**src/include/ufmc_pkg.sv**
```systemverilog
package ufmc_pkg;

    // ------------------------------------------------------------------
    // Register addresses (3-bit host address)
    // ------------------------------------------------------------------
    localparam logic [2:0] UFMC_ADDR_DATA   = 3'h0;
    localparam logic [2:0] UFMC_ADDR_DIVHI  = 3'h1;
    localparam logic [2:0] UFMC_ADDR_STATUS = 3'h2;
    localparam logic [2:0] UFMC_ADDR_LINE   = 3'h3;
    localparam logic [2:0] UFMC_ADDR_MODEM  = 3'h4;
    localparam logic [2:0] UFMC_ADDR_DIVFR  = 3'h2;

    // ------------------------------------------------------------------
    // Field positions
    // ------------------------------------------------------------------
    localparam int UFMC_FC_EN     = 0;
    localparam int UFMC_FC_RXRST  = 1;
    localparam int UFMC_FC_TXRST  = 2;
    localparam int UFMC_FC_WAKE   = 3;
    localparam int UFMC_FC_TXTRG  = 4;
    localparam int UFMC_FC_RXTRG  = 6;
    localparam int UFMC_LC_STOP   = 2;
    localparam int UFMC_LC_PAREN  = 3;
    localparam int UFMC_LC_EVEN   = 4;
    localparam int UFMC_LC_FORCE  = 5;
    localparam int UFMC_LC_BREAK  = 6;
    localparam int UFMC_LC_DLAB   = 7;
    localparam int UFMC_MC_DTR    = 0;
    localparam int UFMC_MC_RTS    = 1;
    localparam int UFMC_MC_OUT1   = 2;
    localparam int UFMC_MC_OUT2   = 3;
    localparam int UFMC_MC_LOOP   = 4;
    localparam int UFMC_MC_ANY    = 5;
    localparam int UFMC_IS_FLOW   = 5;
    localparam int UFMC_EF_ENH    = 4;

    // ------------------------------------------------------------------
    // Reset values and sizes
    // ------------------------------------------------------------------
    localparam logic [7:0] UFMC_LINE_RST  = 8'h00;
    localparam logic [7:0] UFMC_MODEM_RST = 8'h00;
    localparam logic [7:0] UFMC_DIV_RST   = 8'h00;
    localparam int         UFMC_FIFO_W    = 8;
    localparam int         UFMC_FIFO_D    = 32;
    localparam int         UFMC_CNT_W     = 6;
    localparam logic [UFMC_CNT_W-1:0] UFMC_TRG_1  = 6'h01;
    localparam logic [UFMC_CNT_W-1:0] UFMC_TRG_4  = 6'h04;
    localparam logic [UFMC_CNT_W-1:0] UFMC_TRG_8  = 6'h08;
    localparam logic [UFMC_CNT_W-1:0] UFMC_TRG_14 = 6'h0E;

    typedef struct packed {
        logic [1:0] word_len;
        logic       two_stop;
        logic       par_en;
        logic       par_even;
        logic       par_force;
        logic       brk;
    } ufmc_format_type;

    typedef struct packed {
        logic       wr;
        logic       rd;
        logic [2:0] addr;
        logic [7:0] wdata;
    } ufmc_host_type;

    function automatic logic [UFMC_CNT_W-1:0] ufmc_trig(input logic [1:0] code);
        unique case (code)
            2'b00: ufmc_trig = UFMC_TRG_1;
            2'b01: ufmc_trig = UFMC_TRG_4;
            2'b10: ufmc_trig = UFMC_TRG_8;
            2'b11: ufmc_trig = UFMC_TRG_14;
        endcase
    endfunction : ufmc_trig

endpackage : ufmc_pkg

```
**src/hdl/ufmc_fifo.sv**
```systemverilog
`timescale 1ns/1ps
module ufmc_fifo #(
    parameter int WIDTH = 8,
    parameter int DEPTH = 32,
    parameter int CW    = 6
) (
    input  wire logic             sys_clk,
    input  wire logic             arst_n,
    input  wire logic             flush,
    input  wire logic [WIDTH-1:0] in_data,
    input  wire logic             in_valid,
    output logic                  in_ready,
    output logic      [WIDTH-1:0] out_data,
    output logic                  out_valid,
    input  wire logic             out_ready,
    output logic      [CW-1:0]    level
);
    logic [WIDTH-1:0] mem [DEPTH];
    logic [CW-2:0]    wr_q;
    logic [CW-2:0]    rd_q;
    logic [CW-1:0]    cnt_q;
    logic             push;
    logic             pop;

    assign in_ready  = (cnt_q != CW'(DEPTH));
    assign out_valid = (cnt_q != '0);
    assign push      = in_valid && in_ready;
    assign pop       = out_valid && out_ready;
    assign out_data  = mem[rd_q];
    assign level     = cnt_q;

    // Flush only clears pointers and count; stored words stay but are unreachable
    always_ff @(posedge sys_clk or negedge arst_n) begin
        if (!arst_n) begin
            wr_q  <= '0;
            rd_q  <= '0;
            cnt_q <= '0;
        end else if (flush) begin
            wr_q  <= '0;
            rd_q  <= '0;
            cnt_q <= '0;
        end else begin
            if (push) begin
                wr_q <= wr_q + 1'b1;
            end
            if (pop) begin
                rd_q <= rd_q + 1'b1;
            end
            cnt_q <= cnt_q + CW'(push) - CW'(pop);
        end
    end

    always_ff @(posedge sys_clk) begin
        if (push) begin
            mem[wr_q] <= in_data;
        end
    end
endmodule : ufmc_fifo

```
**src/hdl/ufmc_core.sv**
```systemverilog
`timescale 1ns/1ps
// ----------------------------------------------------------------------
// ----------------------------------------------------------------------
module ufmc_core
    import ufmc_pkg::*;
(
    input  wire logic        sys_clk,
    input  wire logic        arst_n,
    input  ufmc_host_type    host,
    output logic      [7:0]  rdata,
    input  wire logic        enhanced_feature_register_en,
    input  wire logic        int_req,
    output logic             int_out,
    output logic             int_oe,
    input  wire logic [7:0]  tx_in_data,
    output logic             tx_in_ready,
    output logic      [7:0]  tx_char,
    output logic             tx_char_valid,
    input  wire logic        tx_char_ready,
    input  wire logic [7:0]  rx_char,
    input  wire logic        rx_char_valid,
    input  wire logic        rx_char_is_flow,
    output logic      [7:0]  rx_out_data,
    output logic             rx_out_valid,
    input  wire logic        rx_out_ready,
    output ufmc_format_type  fmt,
    output logic             par_value,
    output logic             par_forced,
    output logic             half_stop,
    output logic             tx_line_low,
    output logic             dtr_n,
    output logic             rts_n,
    input  wire logic        cts_n_pin,
    input  wire logic        ring_indicator_in_n,
    output logic             ring_in_looped_n,
    output logic             user_output_one_n,
    output logic             user_output_two_n,
    output logic             loopback,
    output logic             tx_resume,
    output logic             wake_int_en,
    output logic             tx_int,
    output logic             rx_int,
    output logic      [7:0]  div_low,
    output logic      [7:0]  divisor_high,
    output logic      [7:0]  divisor_fraction
);
    // ------------------------------------------------------------------
    // Registers
    // ------------------------------------------------------------------
    logic [7:0]            line_q;
    logic [7:0]            modem_q;
    logic                  fifo_en_q;
    logic                  wake_q;
    logic [1:0]            trig_q;
    logic [7:0]            dll_q;
    logic [7:0]            dlm_q;
    logic [7:0]            dld_q;
    logic                  rx_flush_q;
    logic                  tx_flush_q;
    logic                  cts_s1_q;
    logic                  cts_s2_q;
    logic                  ri_s1_q;
    logic                  ri_s2_q;
    logic                  cts_prev_q;
    logic                  rts_prev_q;
    logic                  flow_q;
    logic                  reload_short_q;
    logic                  tx_empty_prev_q;
    logic                  tx_empty_int_q;
    logic [UFMC_CNT_W-1:0] tx_level;
    logic [UFMC_CNT_W-1:0] rx_level;
    logic [UFMC_CNT_W-1:0] trig_lvl;
    logic                  wr_fc;
    logic                  wr_line;
    logic                  wr_modem;
    logic                  dlab;
    logic                  cts_eff;
    logic                  rts_eff;
    logic                  rx_push;

    assign dlab     = line_q[UFMC_LC_DLAB];
    assign wr_fc    = host.wr && (host.addr == UFMC_ADDR_STATUS) && !dlab;
    assign wr_line  = host.wr && (host.addr == UFMC_ADDR_LINE);
    assign wr_modem = host.wr && (host.addr == UFMC_ADDR_MODEM);
    assign trig_lvl = ufmc_trig(trig_q);

    // ------------------------------------------------------------------
    // FIFO control
    // ------------------------------------------------------------------
    always_ff @(posedge sys_clk or negedge arst_n) begin
        if (!arst_n) begin
            fifo_en_q <= 1'b0;
        end else if (wr_fc) begin
            fifo_en_q <= host.wdata[UFMC_FC_EN];
        end
    end

    always_ff @(posedge sys_clk or negedge arst_n) begin
        if (!arst_n) begin
            rx_flush_q <= 1'b0;
            tx_flush_q <= 1'b0;
        end else begin
            rx_flush_q <= wr_fc && host.wdata[UFMC_FC_EN] && host.wdata[UFMC_FC_RXRST];
            tx_flush_q <= wr_fc && host.wdata[UFMC_FC_EN] && host.wdata[UFMC_FC_TXRST];
        end
    end

    // One shared field holds the trigger, so the last write wins for both sides
    always_ff @(posedge sys_clk or negedge arst_n) begin
        if (!arst_n) begin
            trig_q <= 2'b00;
            wake_q <= 1'b0;
        end else if (wr_fc && host.wdata[UFMC_FC_EN]) begin
            trig_q <= host.wdata[UFMC_FC_RXTRG +: 2];
            if (enhanced_feature_register_en) begin
                wake_q <= host.wdata[UFMC_FC_WAKE];
                if (host.wdata[UFMC_FC_TXTRG +: 2] != 2'b00) begin
                    trig_q <= host.wdata[UFMC_FC_TXTRG +: 2];
                end
            end
        end
    end

    assign wake_int_en = wake_q;

    // ------------------------------------------------------------------
    // Line, modem and divisor registers
    // ------------------------------------------------------------------
    always_ff @(posedge sys_clk or negedge arst_n) begin
        if (!arst_n) begin
            line_q <= UFMC_LINE_RST;
        end else if (wr_line) begin
            line_q <= host.wdata;
        end
    end

    always_ff @(posedge sys_clk or negedge arst_n) begin
        if (!arst_n) begin
            modem_q <= UFMC_MODEM_RST;
        end else if (wr_modem) begin
            modem_q <= host.wdata;
            if (!enhanced_feature_register_en) begin
                modem_q[UFMC_MC_ANY] <= modem_q[UFMC_MC_ANY];
            end
        end
    end

    always_ff @(posedge sys_clk or negedge arst_n) begin
        if (!arst_n) begin
            dll_q <= UFMC_DIV_RST;
            dlm_q <= UFMC_DIV_RST;
            dld_q <= UFMC_DIV_RST;
        end else if (host.wr && dlab) begin
            if (host.addr == UFMC_ADDR_DATA) begin
                dll_q <= host.wdata;
            end
            if (host.addr == UFMC_ADDR_DIVHI) begin
                dlm_q <= host.wdata;
            end
            if (host.addr == UFMC_ADDR_DIVFR) begin
                dld_q <= host.wdata;
            end
        end
    end

    assign div_low          = dll_q;
    assign divisor_high     = dlm_q;
    assign divisor_fraction = dld_q;

    // ------------------------------------------------------------------
    // Character format
    // ------------------------------------------------------------------
    assign fmt.word_len  = line_q[1:0];
    assign fmt.two_stop  = line_q[UFMC_LC_STOP];
    assign half_stop     = line_q[UFMC_LC_STOP] && (line_q[1:0] == 2'b00);
    assign fmt.par_en    = line_q[UFMC_LC_PAREN];
    assign fmt.par_even  = line_q[UFMC_LC_EVEN];
    assign fmt.par_force = line_q[UFMC_LC_FORCE];
    assign fmt.brk       = line_q[UFMC_LC_BREAK];
    assign par_forced    = line_q[UFMC_LC_PAREN] && line_q[UFMC_LC_FORCE];
    assign par_value     = !line_q[UFMC_LC_EVEN];
    assign tx_line_low   = line_q[UFMC_LC_BREAK];

    // ------------------------------------------------------------------
    // Modem outputs and loopback
    // ------------------------------------------------------------------
    assign loopback          = modem_q[UFMC_MC_LOOP];
    assign dtr_n             = loopback ? 1'b1 : !modem_q[UFMC_MC_DTR];
    assign rts_n             = loopback ? 1'b1 : !modem_q[UFMC_MC_RTS];
    assign user_output_one_n = !modem_q[UFMC_MC_OUT1];
    assign ring_in_looped_n  = loopback ? !modem_q[UFMC_MC_OUT1] : ri_s2_q;
    assign user_output_two_n = !modem_q[UFMC_MC_OUT2];
    assign int_oe            = modem_q[UFMC_MC_OUT2] && !loopback;
    assign int_out           = int_req;

    // Pins pass two flops before any logic looks at them; reset to idle high
    always_ff @(posedge sys_clk or negedge arst_n) begin
        if (!arst_n) begin
            cts_s1_q <= 1'b1;
            cts_s2_q <= 1'b1;
            ri_s1_q  <= 1'b1;
            ri_s2_q  <= 1'b1;
        end else begin
            cts_s1_q <= cts_n_pin;
            cts_s2_q <= cts_s1_q;
            ri_s1_q  <= ring_indicator_in_n;
            ri_s2_q  <= ri_s1_q;
        end
    end

    assign cts_eff = loopback ? !modem_q[UFMC_MC_RTS] : cts_s2_q;
    assign rts_eff = !modem_q[UFMC_MC_RTS];

    always_ff @(posedge sys_clk or negedge arst_n) begin
        if (!arst_n) begin
            cts_prev_q <= 1'b1;
            rts_prev_q <= 1'b1;
        end else begin
            cts_prev_q <= cts_eff;
            rts_prev_q <= rts_eff;
        end
    end

    // Set wins over clear on a status read in the same cycle
    always_ff @(posedge sys_clk or negedge arst_n) begin
        if (!arst_n) begin
            flow_q <= 1'b0;
        end else if (enhanced_feature_register_en &&
                     ((cts_eff && !cts_prev_q) || (rts_eff && !rts_prev_q))) begin
            flow_q <= 1'b1;
        end else if (host.rd && (host.addr == UFMC_ADDR_STATUS) && !dlab) begin
            flow_q <= 1'b0;
        end
    end

    assign rx_push   = rx_char_valid && !(enhanced_feature_register_en && rx_char_is_flow);
    assign tx_resume = enhanced_feature_register_en && modem_q[UFMC_MC_ANY] && rx_char_valid;

    // ------------------------------------------------------------------
    // FIFOs
    // ------------------------------------------------------------------
    ufmc_fifo #(.WIDTH(UFMC_FIFO_W), .DEPTH(UFMC_FIFO_D), .CW(UFMC_CNT_W)) u_tx_fifo (
        .sys_clk   (sys_clk),
        .arst_n    (arst_n),
        .flush     (tx_flush_q),
        .in_data   (tx_in_data),
        .in_valid  (host.wr && (host.addr == UFMC_ADDR_DATA) && !dlab),
        .in_ready  (tx_in_ready),
        .out_data  (tx_char),
        .out_valid (tx_char_valid),
        .out_ready (tx_char_ready),
        .level     (tx_level)
    );

    ufmc_fifo #(.WIDTH(UFMC_FIFO_W), .DEPTH(UFMC_FIFO_D), .CW(UFMC_CNT_W)) u_rx_fifo (
        .sys_clk   (sys_clk),
        .arst_n    (arst_n),
        .flush     (rx_flush_q),
        .in_data   (rx_char),
        .in_valid  (rx_push),
        .in_ready  (),
        .out_data  (rx_out_data),
        .out_valid (rx_out_valid),
        .out_ready (rx_out_ready),
        .level     (rx_level)
    );

    // Remember whether the last reload stayed at or under the trigger
    always_ff @(posedge sys_clk or negedge arst_n) begin
        if (!arst_n) begin
            reload_short_q  <= 1'b1;
            tx_empty_prev_q <= 1'b1;
            tx_empty_int_q  <= 1'b0;
        end else begin
            tx_empty_prev_q <= (tx_level == '0);
            if (tx_level > trig_lvl) begin
                reload_short_q <= 1'b0;
            end else if (tx_level == '0) begin
                reload_short_q <= 1'b1;
            end
            tx_empty_int_q <= (tx_level == '0) && !tx_empty_prev_q && reload_short_q;
        end
    end

    assign tx_int = fifo_en_q && ((tx_level < trig_lvl) || tx_empty_int_q);
    assign rx_int = fifo_en_q && (rx_level >= trig_lvl);

    // ------------------------------------------------------------------
    // Read mux
    // ------------------------------------------------------------------
    always_comb begin
        rdata = 8'h00;
        unique case (host.addr)
            UFMC_ADDR_DATA:   rdata = dlab ? dll_q : rx_out_data;
            UFMC_ADDR_DIVHI:  rdata = dlab ? dlm_q : 8'h00;
            UFMC_ADDR_STATUS: rdata = dlab ? dld_q :
                              {{2{fifo_en_q}}, flow_q && enhanced_feature_register_en, 5'h01};
            UFMC_ADDR_LINE:   rdata = line_q;
            UFMC_ADDR_MODEM:  rdata = modem_q;
            default:          rdata = 8'h00;
        endcase
    end
endmodule : ufmc_core

```
**config.mk**
```make
export PLATFORM = sky130hd
export DESIGN_NAME = ufmc_core
export DESIGN_NICKNAME = d
export VERILOG_FILES = /design/src/include/ufmc_pkg.sv /design/src/hdl/ufmc_fifo.sv /design/src/hdl/ufmc_core.sv
export SDC_FILE = /design/constraint.sdc
export NUM_CORES = 1
export LEC_CHECK = 0
export BUFFER_PORTS_ARGS = -buffer_cell sky130_fd_sc_hd__clkbuf_2
export CORE_UTILIZATION = 53
export DETAILED_ROUTE_END_ITERATION = 7
export PLACE_DENSITY = 0.66
export SYNTH_ARGS = -nofsm -noshare
export SYNTH_HDL_FRONTEND = slang
export SYNTH_SLANG_ARGS = --single-unit
```
**constraint.sdc**
```tcl
create_clock -name sys_clk -period 3.15 [get_ports sys_clk]
set_input_delay 0.63 -clock sys_clk [delete_from_list [all_inputs] [get_ports sys_clk]]
set_output_delay 0.63 -clock sys_clk [all_outputs]
set_load 0.05 [all_outputs]
```
==> impl_metrics.env, run 1 <==
export IMPL_fin_nets=1676
export IMPL_slowest_stage="mux4_2"
export IMPL_fp_dieW_um=217.6
export IMPL_hold_viol_final=0
export IMPL_clock_sinks=600
export IMPL_drt_pass1_iter_count=8
export IMPL_clk_pin_slew_ns=0.06
export IMPL_htree_levels=2
export IMPL_drt_iter0_drc=1120
export IMPL_ioPinCount=113
export IMPL_dp_final_hpwl_um=35660
export IMPL_final_cell_mix="edfxtp_1 (512), nor2_1 (130), mux4_2 (127), buf_4 (127), clkbuf_2 (85)"
export IMPL_core_area_um2=45580
export IMPL_violations="setup timing"
export IMPL_placed_area_um2=26710
export IMPL_wl_um=55790
export IMPL_root_buffer="clkbuf_16"
export IMPL_final_area_um2=29330
export IMPL_wl_met3_um=3428
export IMPL_met1_length_um=22870
export IMPL_crit_path_cell_trace="buf_12 > mux4_2 > mux2i_4 > nor2_2 > o32a_1 > a221o_1 > buf_8"
export IMPL_dieArea_um2=47330
export IMPL_die_h_um=217.6
export IMPL_synth_distinct_cells=53
export IMPL_ys_warnings_count=0
export IMPL_critPathRequiredTime_ns=2.52
export IMPL_yosys_register_bits=600
export IMPL_ir_drop_uv=1405
export IMPL_final_min_clock_period_ns=3.635
export IMPL_via_per_inst=5.857
export IMPL_rsz0062_at_grt="yes"
export IMPL_dr_max_layer_used="met4"
export IMPL_period_share_pct=115.4
export IMPL_finalSetupViolations=24
export IMPL_fillers=3105
export IMPL_cts_inserted_buffers=60
export IMPL_hold_ws_ns=0.1142
export IMPL_grt_pass1_vias=13540
export IMPL_finalMaxSlewViolations=0
export IMPL_grt_antenna_before_repair=0
export IMPL_grt_first_pass_wirelength_um=84190
export IMPL_cpPeakStageDelay_ns=0.54
export IMPL_ant_nets=0
export IMPL_cap_violations=0
export IMPL_clock_skew_ns=0.02343
export IMPL_dr_wl_met2_um=28100
export IMPL_vias=13170
export IMPL_tightest_slew_ns=0.8048
export IMPL_max_slew_margin_pct=46.35
export IMPL_place_congestion=0.8368
export IMPL_avgSynthCellArea_um2=18.32
export IMPL_worstPathMaxFanout=10
export IMPL_endpoint_kind="output pin"
export IMPL_synth_edf_count=512
export IMPL_power_density_nw_per_um2=928.9
export IMPL_status="finished with violations"
export IMPL_p_leak_nw=10.60
export IMPL_clockBufferDepth=3
export IMPL_synthCells=1344
export IMPL_ys_seq_area_share_pct=71.42
export IMPL_clock_latency_ns=0.62
export IMPL_layout_drive_gt1_share_pct=33.74
export IMPL_crit_type="register to output pin"
export IMPL_async_reset_ff_share_pct=14.67
export IMPL_initial_utilization_pct=54.03
export IMPL_io_buffers=110
export IMPL_cp_arrival_ns=3.01
export IMPL_fin_ws_ns=-0.4853
export IMPL_syn2layout_area_growth_pct=19.08
export IMPL_crit_path_start_kind="register"
export IMPL_n_antenna_cell=0
export IMPL_synth_nets=1422
export IMPL_track_usage_pct=24.32
export IMPL_max_freq_mhz=275.1
export IMPL_grt_overflow=0
export IMPL_rows=78
export IMPL_wl_per_cell_um=24.82
export IMPL_p_total_mw=27.24
export IMPL_drcViolationCount=0
export IMPL_syn_cell_area_um2=24630
export IMPL_cts_tree="done"
export IMPL_hold_class="input pin to register"
export IMPL_layout_commonest_cell="edfxtp_1"
export IMPL_synth_main_ff_cell="edfxtp_1"
export IMPL_grt_max_degree=64
[layer usage]
layer  GRT usage (%)  vias to the layer above
met5               0                        -
met4           6.761                        0
met3           4.491                       91
met2           40.50                      431
met1           32.99                     6849
li1                -                     5796
[area by class of cell]
class,count,area (µm²),share of cell area (%)
Clock buffer,81,1650,5.628
Multi-Input combinational cell,629,6565,22.39
Inverter,42,157.7,0.5376
Tap cell,600,750.7,2.560
Clock inverter,31,339.1,1.156
Sequential cell,600,17600,60.01
Timing Repair Buffer,265,2266,7.727
[cells by family (layout without fill, tap and decap cells)]
family,Yosys count,in the layout,share of synthesized area (%)
AND/OR/NAND/NOR,242,242,4.563
AO/OA/AOI/OAI,95,95,2.881
multiplexers,231,231,16.12
XOR/XNOR,22,22,0.7825
flip-flops,600,600,71.42
adder cells (fa/ha/maj),39,39,2.042
buffers and inverters,115,419,2.200
[flip-flops by register name, indices dropped and copies added, names as in the netlist, 6 cells and up]
| signal | flops |
|---|---|
| div_low | 8 |
| divisor_fraction | 8 |
| divisor_high | 8 |
| line_q | 8 |
| modem_q | 8 |
| u_rx_fifo.level | 6 |
| u_rx_fifo.mem | 256 |
| u_tx_fifo.level | 6 |
| u_tx_fifo.mem | 256 |
[power by group]
part / total (mW) / switching, mW / internal (mW)
registers: 9.73 / 0.546 / 9.18
logic: 10.4 / 5.53 / 4.85
clock network: 7.13 / 2.96 / 4.17
[synth_stat cells, types with 20 or more instances]
| library cell | n | area [µm²] |
|---|---|---|
| edfxtp_1 | 512 | 15370 |
| nor2_1 | 132 | 495.5 |
| mux4_2 | 127 | 2860 |
| dfrtp_1 | 80 | 2002 |
| mux2i_1 | 50 | 500.5 |
| mux2_2 | 49 | 551.8 |
| inv_1 | 42 | 157.7 |
| ha_1 | 37 | 462.9 |
| clkbuf_1 | 35 | 131.4 |
| nand2_1 | 33 | 123.9 |
| nor2b_1 | 22 | 137.6 |
| a21oi_1 | 20 | 100.1 |
[through the flow]
step | util [%] | worst slack [ns] | TNS, ns | std cells
finish | 64.34 | -0.4853 | -8.939 | 2248
global route | 64.34 | -0.5983 | -11.12 | 2248
CTS | 64.21 | -0.5448 | -10.35 | 2244
detailed placement | 58.61 | -0.03830 | -0.05635 | 2113
global placement | 58.61 | -0.02020 | -0.02568 | 2113
floorplan | - | 0.005846 | 0 | 1344
[critical path, delay by kind of cell (launching register included)]
family                 cells  cell delay [ns]
AOI/OAI and AO/OA          2             0.83
buffers and inverters      2             0.32
and+or+nand+nor            1             0.06
muxes                      2             0.73
DFF                        1             0.45
[timing repair]
action,in CTS,in global routing
gates cloned,4,1
hold endpoints to repair,25,0
pin swaps,3,2
hold buffers,1,0
buffers inserted,14,5
gates resized for setup,67,20
endpoints found under the setup margin,24,24
[path summary, 6_finish.rpt]
path / start / to / slack (ns) / cells past startpoint
max: u_rx_fifo.rd_q[0] / rdata[3] / -0.49 / 7
min: ring_indicator_in_n / ri_s1_q / 0.11 / 1
max reg2reg: u_tx_fifo.level[4] / u_tx_fifo.level[4] / 0.26 / 14
min reg2reg: cts_s1_q / cts_s2_q / 0.35 / 0
max in group asynchronous: arst_n / ri_s1_q / 1.92 / 3
min in group asynchronous: arst_n / u_tx_fifo.level[1] / 0.51 / 2
Power figures use the tool's default switching activity.
==> run 2, diff against run 1 <==
Settings changed: MAX_ROUTING_LAYER set to met4, TNS_END_PERCENT set to 5.
==> impl_metrics.env, run 2 (synthesis results as in run 1) <==
export IMPL_status="finished with violations"
export IMPL_violations="setup timing"
export IMPL_clock_sinks=600
export IMPL_power_frac_seq_pct=37.9
export IMPL_p_leak_nw=10.31
export IMPL_dp_final_hpwl_um=35230
export IMPL_drt_pass1_iter_count=8
export IMPL_crit_path_cell_trace="buf_6 > buf_4 > mux4_2 > mux2i_1 > nor2_1 > o311a_1 > a21o_1 > buf_4"
export IMPL_power_internal_mw=17.10
export IMPL_core_area_um2=45580
export IMPL_crit_type="register to output pin"
export IMPL_hold_ws_ns=0.03697
export IMPL_cts_inserted_buffers=59
export IMPL_drcViolationCount=0
export IMPL_slowest_stage="mux4_2"
export IMPL_wl_per_cell_um=24.94
export IMPL_grt_max_degree=89
export IMPL_reg2reg_from="u_rx_fifo.level[2]"
export IMPL_root_buffer="clkbuf_16"
export IMPL_via_per_inst=5.910
export IMPL_grt_first_pass_wirelength_um=83550
export IMPL_rsz0062_at_grt="yes"
export IMPL_p_comb_share_pct=36.6
export IMPL_biggestRegsByFlops="u_rx_fifo.mem (256), u_tx_fifo.mem (256)"
export IMPL_ir_drop_uv=1183
export IMPL_clockBufferDepth=3
export IMPL_endpoint_kind="output pin"
export IMPL_dieArea_um2=47330
export IMPL_cp_common_cell="buf_4"
export IMPL_reg2reg_to="u_rx_fifo.mem[28][3]"
export IMPL_layout_drive_gt1_share_pct=31.45
export IMPL_max_slew_margin_pct=44.57
export IMPL_drt_iter0_drc=1237
export IMPL_cp_startpoint="u_rx_fifo.rd_q[0]"
export IMPL_tightest_slew_ns=0.8315
export IMPL_p_sw_mw=8.770
export IMPL_p_total_mw=25.87
export IMPL_tns_ns=-8.335
export IMPL_final_min_clock_period_ns=3.617
export IMPL_grt_overflow=0
export IMPL_fin_ws_ns=-0.4671
export IMPL_grt_pass1_vias=13270
export IMPL_power_density_nw_per_um2=901.9
export IMPL_place_ws_ns=0.01873
export IMPL_hold_viol_final=0
export IMPL_r2r_cells=8
export IMPL_track_usage_pct=24.92
export IMPL_htree_levels=2
export IMPL_cts_tree="done"
export IMPL_vias=13070
export IMPL_final_cell_mix="edfxtp_1 (512), nor2_1 (131), mux4_2 (127), buf_4 (108), clkbuf_2 (85)"
export IMPL_clock_latency_ns=0.62
export IMPL_fp_dieW_um=217.6
export IMPL_cap_violations=0
export IMPL_hold_class="input pin to asynchronous set/reset pin"
export IMPL_swShare_pct=33.90
export IMPL_r2r_slack_ns=0.20
export IMPL_critPathRequiredTime_ns=2.52
export IMPL_clk_pin_slew_ns=0.06
export IMPL_finalMaxSlewViolations=0
export IMPL_syn2layout_area_growth_pct=16.47
export IMPL_pwr_share_clk_pct=25.6
export IMPL_ant_nets=0
export IMPL_cp_arrival_ns=2.99
export IMPL_worstPathMaxFanout=5
export IMPL_place_congestion=0.8479
export IMPL_cpPeakStageDelay_ns=0.52
export IMPL_grt_antenna_before_repair=0
export IMPL_clock_skew_ns=0.02896
export IMPL_finalSetupViolations=24
export IMPL_n_antenna_cell=0
export IMPL_layout_commonest_cell="edfxtp_1"
export IMPL_initial_utilization_pct=54.03
export IMPL_wl_um=55160
export IMPL_fillers=3201
export IMPL_period_share_pct=114.8
export IMPL_max_freq_mhz=276.5
export IMPL_placed_area_um2=26600
export IMPL_fin_nets=1642
export IMPL_final_area_um2=28680
export IMPL_die_h_um=217.6
export IMPL_crit_path_start_kind="register"
export IMPL_io_buffers=110
export IMPL_rows=78
export IMPL_ioPinCount=113
[run 2: how the worst max path moves through the flow]
stage | end | slack (ns) | cells after the start
CTS | rdata[0] | -0.51 | 8
global placement | rdata[2] | 0.02 | 8
finish | rdata[5] | -0.47 | 8
detailed placement | rdata[3] | 0.02 | 7
global route | rdata[1] | -0.59 | 7
floorplan | rdata[5] | -0.008 | 8
[run 2: final cells by class]
cell class,instances,area [µm²],area share (%)
Sequential cell,600,17600,61.35
Inverter,42,157.7,0.5497
Tap cell,600,750.7,2.617
Clock buffer,74,1554,5.418
Timing Repair Buffer,232,1838,6.408
Multi-Input combinational cell,629,6534,22.78
Clock inverter,35,250.2,0.8725
[run 2: timing repair]
action,in CTS,in global routing
buffers inserted,3,1
setup endpoints to repair,24,24
hold buffers,0,0
gates cloned,0,0
pin swaps,9,3
gates resized for setup,53,6
[run 2: power groups by stage]
stage	registers, mW	clock network, mW	logic [mW]
finish	9.79	6.62	9.46
global route	9.84	7.08	10.0
CTS	9.78	6.76	9.48
detailed placement	9.96	0	8.89
global placement	9.95	0	8.80
floorplan	9.96	0	6.19
[run 2: stage by stage]
step,util (%),cells
finish,62.93,2212
global route,62.93,2212
detailed placement,58.37,2099
floorplan,-,1344
CTS,62.88,2211
global placement,58.37,2099
[run 2: critical path, delay by kind of cell (launching register included)]
kind                   cells  cell delay, ns
muxes                      2            0.69
AOI/OAI and AO/OA          2            0.60
DFF                        1            0.48
buffers and inverters      3            0.46
and+or+nand+nor            1            0.12
[run 2: metal layers]
layer	track usage (%)	vias up	wire length, µm
li1	-	5744	-
met1	33.37	6758	22930
met2	39.01	467	27190
met3	4.630	103	3490
met4	7.911	0	1559
met5	-	-	0
==> run 3, diff against run 2 <==
Settings changed: CTS_BUF_LIST set to sky130_fd_sc_hd__clkbuf_4.
==> impl_metrics.env, run 3 (synthesis results as in run 1) <==
export IMPL_crit_path_start_kind="register"
export IMPL_tightest_slew_ns=0.8404
export IMPL_finalMaxSlewViolations=0
export IMPL_cts_inserted_buffers=154
export IMPL_ioPinCount=113
export IMPL_root_buffer="clkbuf_4"
export IMPL_tns_ns=-15.54
export IMPL_max_freq_mhz=253.9
export IMPL_hold_viol_final=0
export IMPL_dp_final_hpwl_um=35230
export IMPL_drcViolationCount=0
export IMPL_final_min_clock_period_ns=3.939
export IMPL_core_area_um2=45580
export IMPL_violations="setup timing"
export IMPL_rows=78
export IMPL_max_slew_margin_pct=43.98
export IMPL_cts_tree="done"
export IMPL_io_buffers=110
export IMPL_ant_nets=0
export IMPL_vias=13680
export IMPL_fp_dieW_um=217.6
export IMPL_place_ws_ns=0.01873
export IMPL_final_cell_mix="edfxtp_1 (512), clkbuf_4 (230), nor2_1 (130), mux4_2 (127), buf_4 (106)"
export IMPL_grt_first_pass_wirelength_um=85820
export IMPL_p_leak_nw=10.65
export IMPL_stdcell_count=2387
export IMPL_p_total_mw=25.84
export IMPL_clock_skew_ns=0.05107
export IMPL_clk_pin_slew_ns=0.07
export IMPL_die_h_um=217.6
export IMPL_cp_arrival_ns=3.31
export IMPL_worstPathMaxFanout=5
export IMPL_critPathRequiredTime_ns=2.52
export IMPL_syn2layout_area_growth_pct=17.65
export IMPL_fin_nets=1749
export IMPL_wl_per_cell_um=23.60
export IMPL_layout_drive_gt1_share_pct=37.76
export IMPL_rsz0062_at_grt="yes"
export IMPL_r2r_slack_ns=0.26
export IMPL_drt_iter0_drc=1094
export IMPL_period_share_pct=125.0
export IMPL_htree_levels=4
export IMPL_fillers=3282
export IMPL_biggestRegsByFlops="u_rx_fifo.mem (256), u_tx_fifo.mem (256)"
export IMPL_cap_violations=0
export IMPL_dieArea_um2=47330
export IMPL_clock_latency_ns=0.96
export IMPL_initial_utilization_pct=54.03
export IMPL_status="finished with violations"
export IMPL_endpoint_kind="output pin"
export IMPL_clockBufferDepth=3
export IMPL_ir_drop_uv=1142
export IMPL_grt_pass1_vias=14210
export IMPL_clock_sinks=600
export IMPL_drt_pass1_iter_count=5
export IMPL_layout_commonest_cell="edfxtp_1"
export IMPL_finalSetupViolations=25
export IMPL_crit_type="register to output pin"
export IMPL_place_inst=2099
export IMPL_hold_class="input pin to register"
export IMPL_place_congestion=0.8479
export IMPL_track_usage_pct=25.83
export IMPL_fin_ws_ns=-0.7890
export IMPL_via_per_inst=5.732
export IMPL_grt_antenna_before_repair=2
export IMPL_grt_max_degree=89
export IMPL_grt_overflow=0
export IMPL_wl_um=56340
export IMPL_power_density_nw_per_um2=891.9
==> run 3: cell count changes in the layout (fill, tap and decap cells not counted), sizes merged <==
cell,previous run,this run
inv,43,50
clkbuf,179,328
bufinv,3,1
dlygate4sd3,0,13
buf,127,131
clkinv,31,33
diode,0,2
==> run 3: worst max-delay path, cell delays in order (launching register included) <==
cell,delay [ns]
dfrtp_4,0.53
buf_12,0.16
buf_4,0.15
mux4_2,0.40
mux2i_1,0.14
nor2_1,0.10
o32a_1,0.37
a221o_1,0.34
clkbuf_8,0.19
==> run 3: per-stage QoR <==
step                      cell area (µm²)  utilization (%)  hold WS [ns]
final                               28970            63.57        0.1806
after CTS                           28950            63.52       0.06788
after global routing                28970            63.57        0.1475
after global placement              26600            58.37        0.3465
after floorplan                     24630                -        0.3344
after detailed placement            26600            58.37        0.3472
==> run 3: routing by layer <==
metal / track usage, % / share of wire [%] / vias to the layer above / routed length [µm]
li1: - / - / 6060 / -
met1: 33.19 / 41 / 6994 / 23210
met2: 39.70 / 50 / 535 / 27970
met3: 6.360 / 6.7 / 94 / 3793
met4: 10.54 / 2.4 / 0 / 1370
met5: - / 0 / - / 0
==> run 3: layout make-up <==
cell class	instances	area, µm²	area share [%]
Clock inverter	42	192.7	0.6651
Tap cell	600	750.7	2.591
Inverter	42	157.7	0.5442
Multi-Input combinational cell	629	6551	22.61
Antenna cell	2	5.005	0.01727
Sequential cell	600	17600	60.74
Clock buffer	228	1712	5.908
Timing Repair Buffer	244	2004	6.919
==> run 3: path summary, 6_finish.rpt <==
path                                                   start              endpoint  cells past startpoint
max in group asynchronous                             arst_n     u_rx_fifo.rd_q[0]                      3
worst min-delay path            enhanced_feature_register_en                flow_q                      3
worst min register to register                      cts_s1_q              cts_s2_q                      0
worst max-delay path                       u_rx_fifo.rd_q[0]              rdata[4]                      8
min in group asynchronous                             arst_n        tx_empty_int_q                      3
worst max register to register            u_rx_fifo.level[2]  u_rx_fifo.mem[28][0]                      8
==> run 3: power by group <==
part,switching [mW],internal [mW],leakage (nW)
Combinational,5.30,4.30,3.82
Clock,3.05,3.39,1.17
Sequential,0.624,9.18,5.67
==> run 3: what timing repair did <==
| item | 4_1_cts | 5_1_grt |
|---|---|---|
| buffers inserted | 3 | 0 |
| resized for setup | 67 | 10 |
| pin swaps | 12 | 3 |
| hold buffers | 13 | 0 |
| hold endpoints to repair | 122 | 0 |
| endpoints found under the setup margin | 26 | 26 |
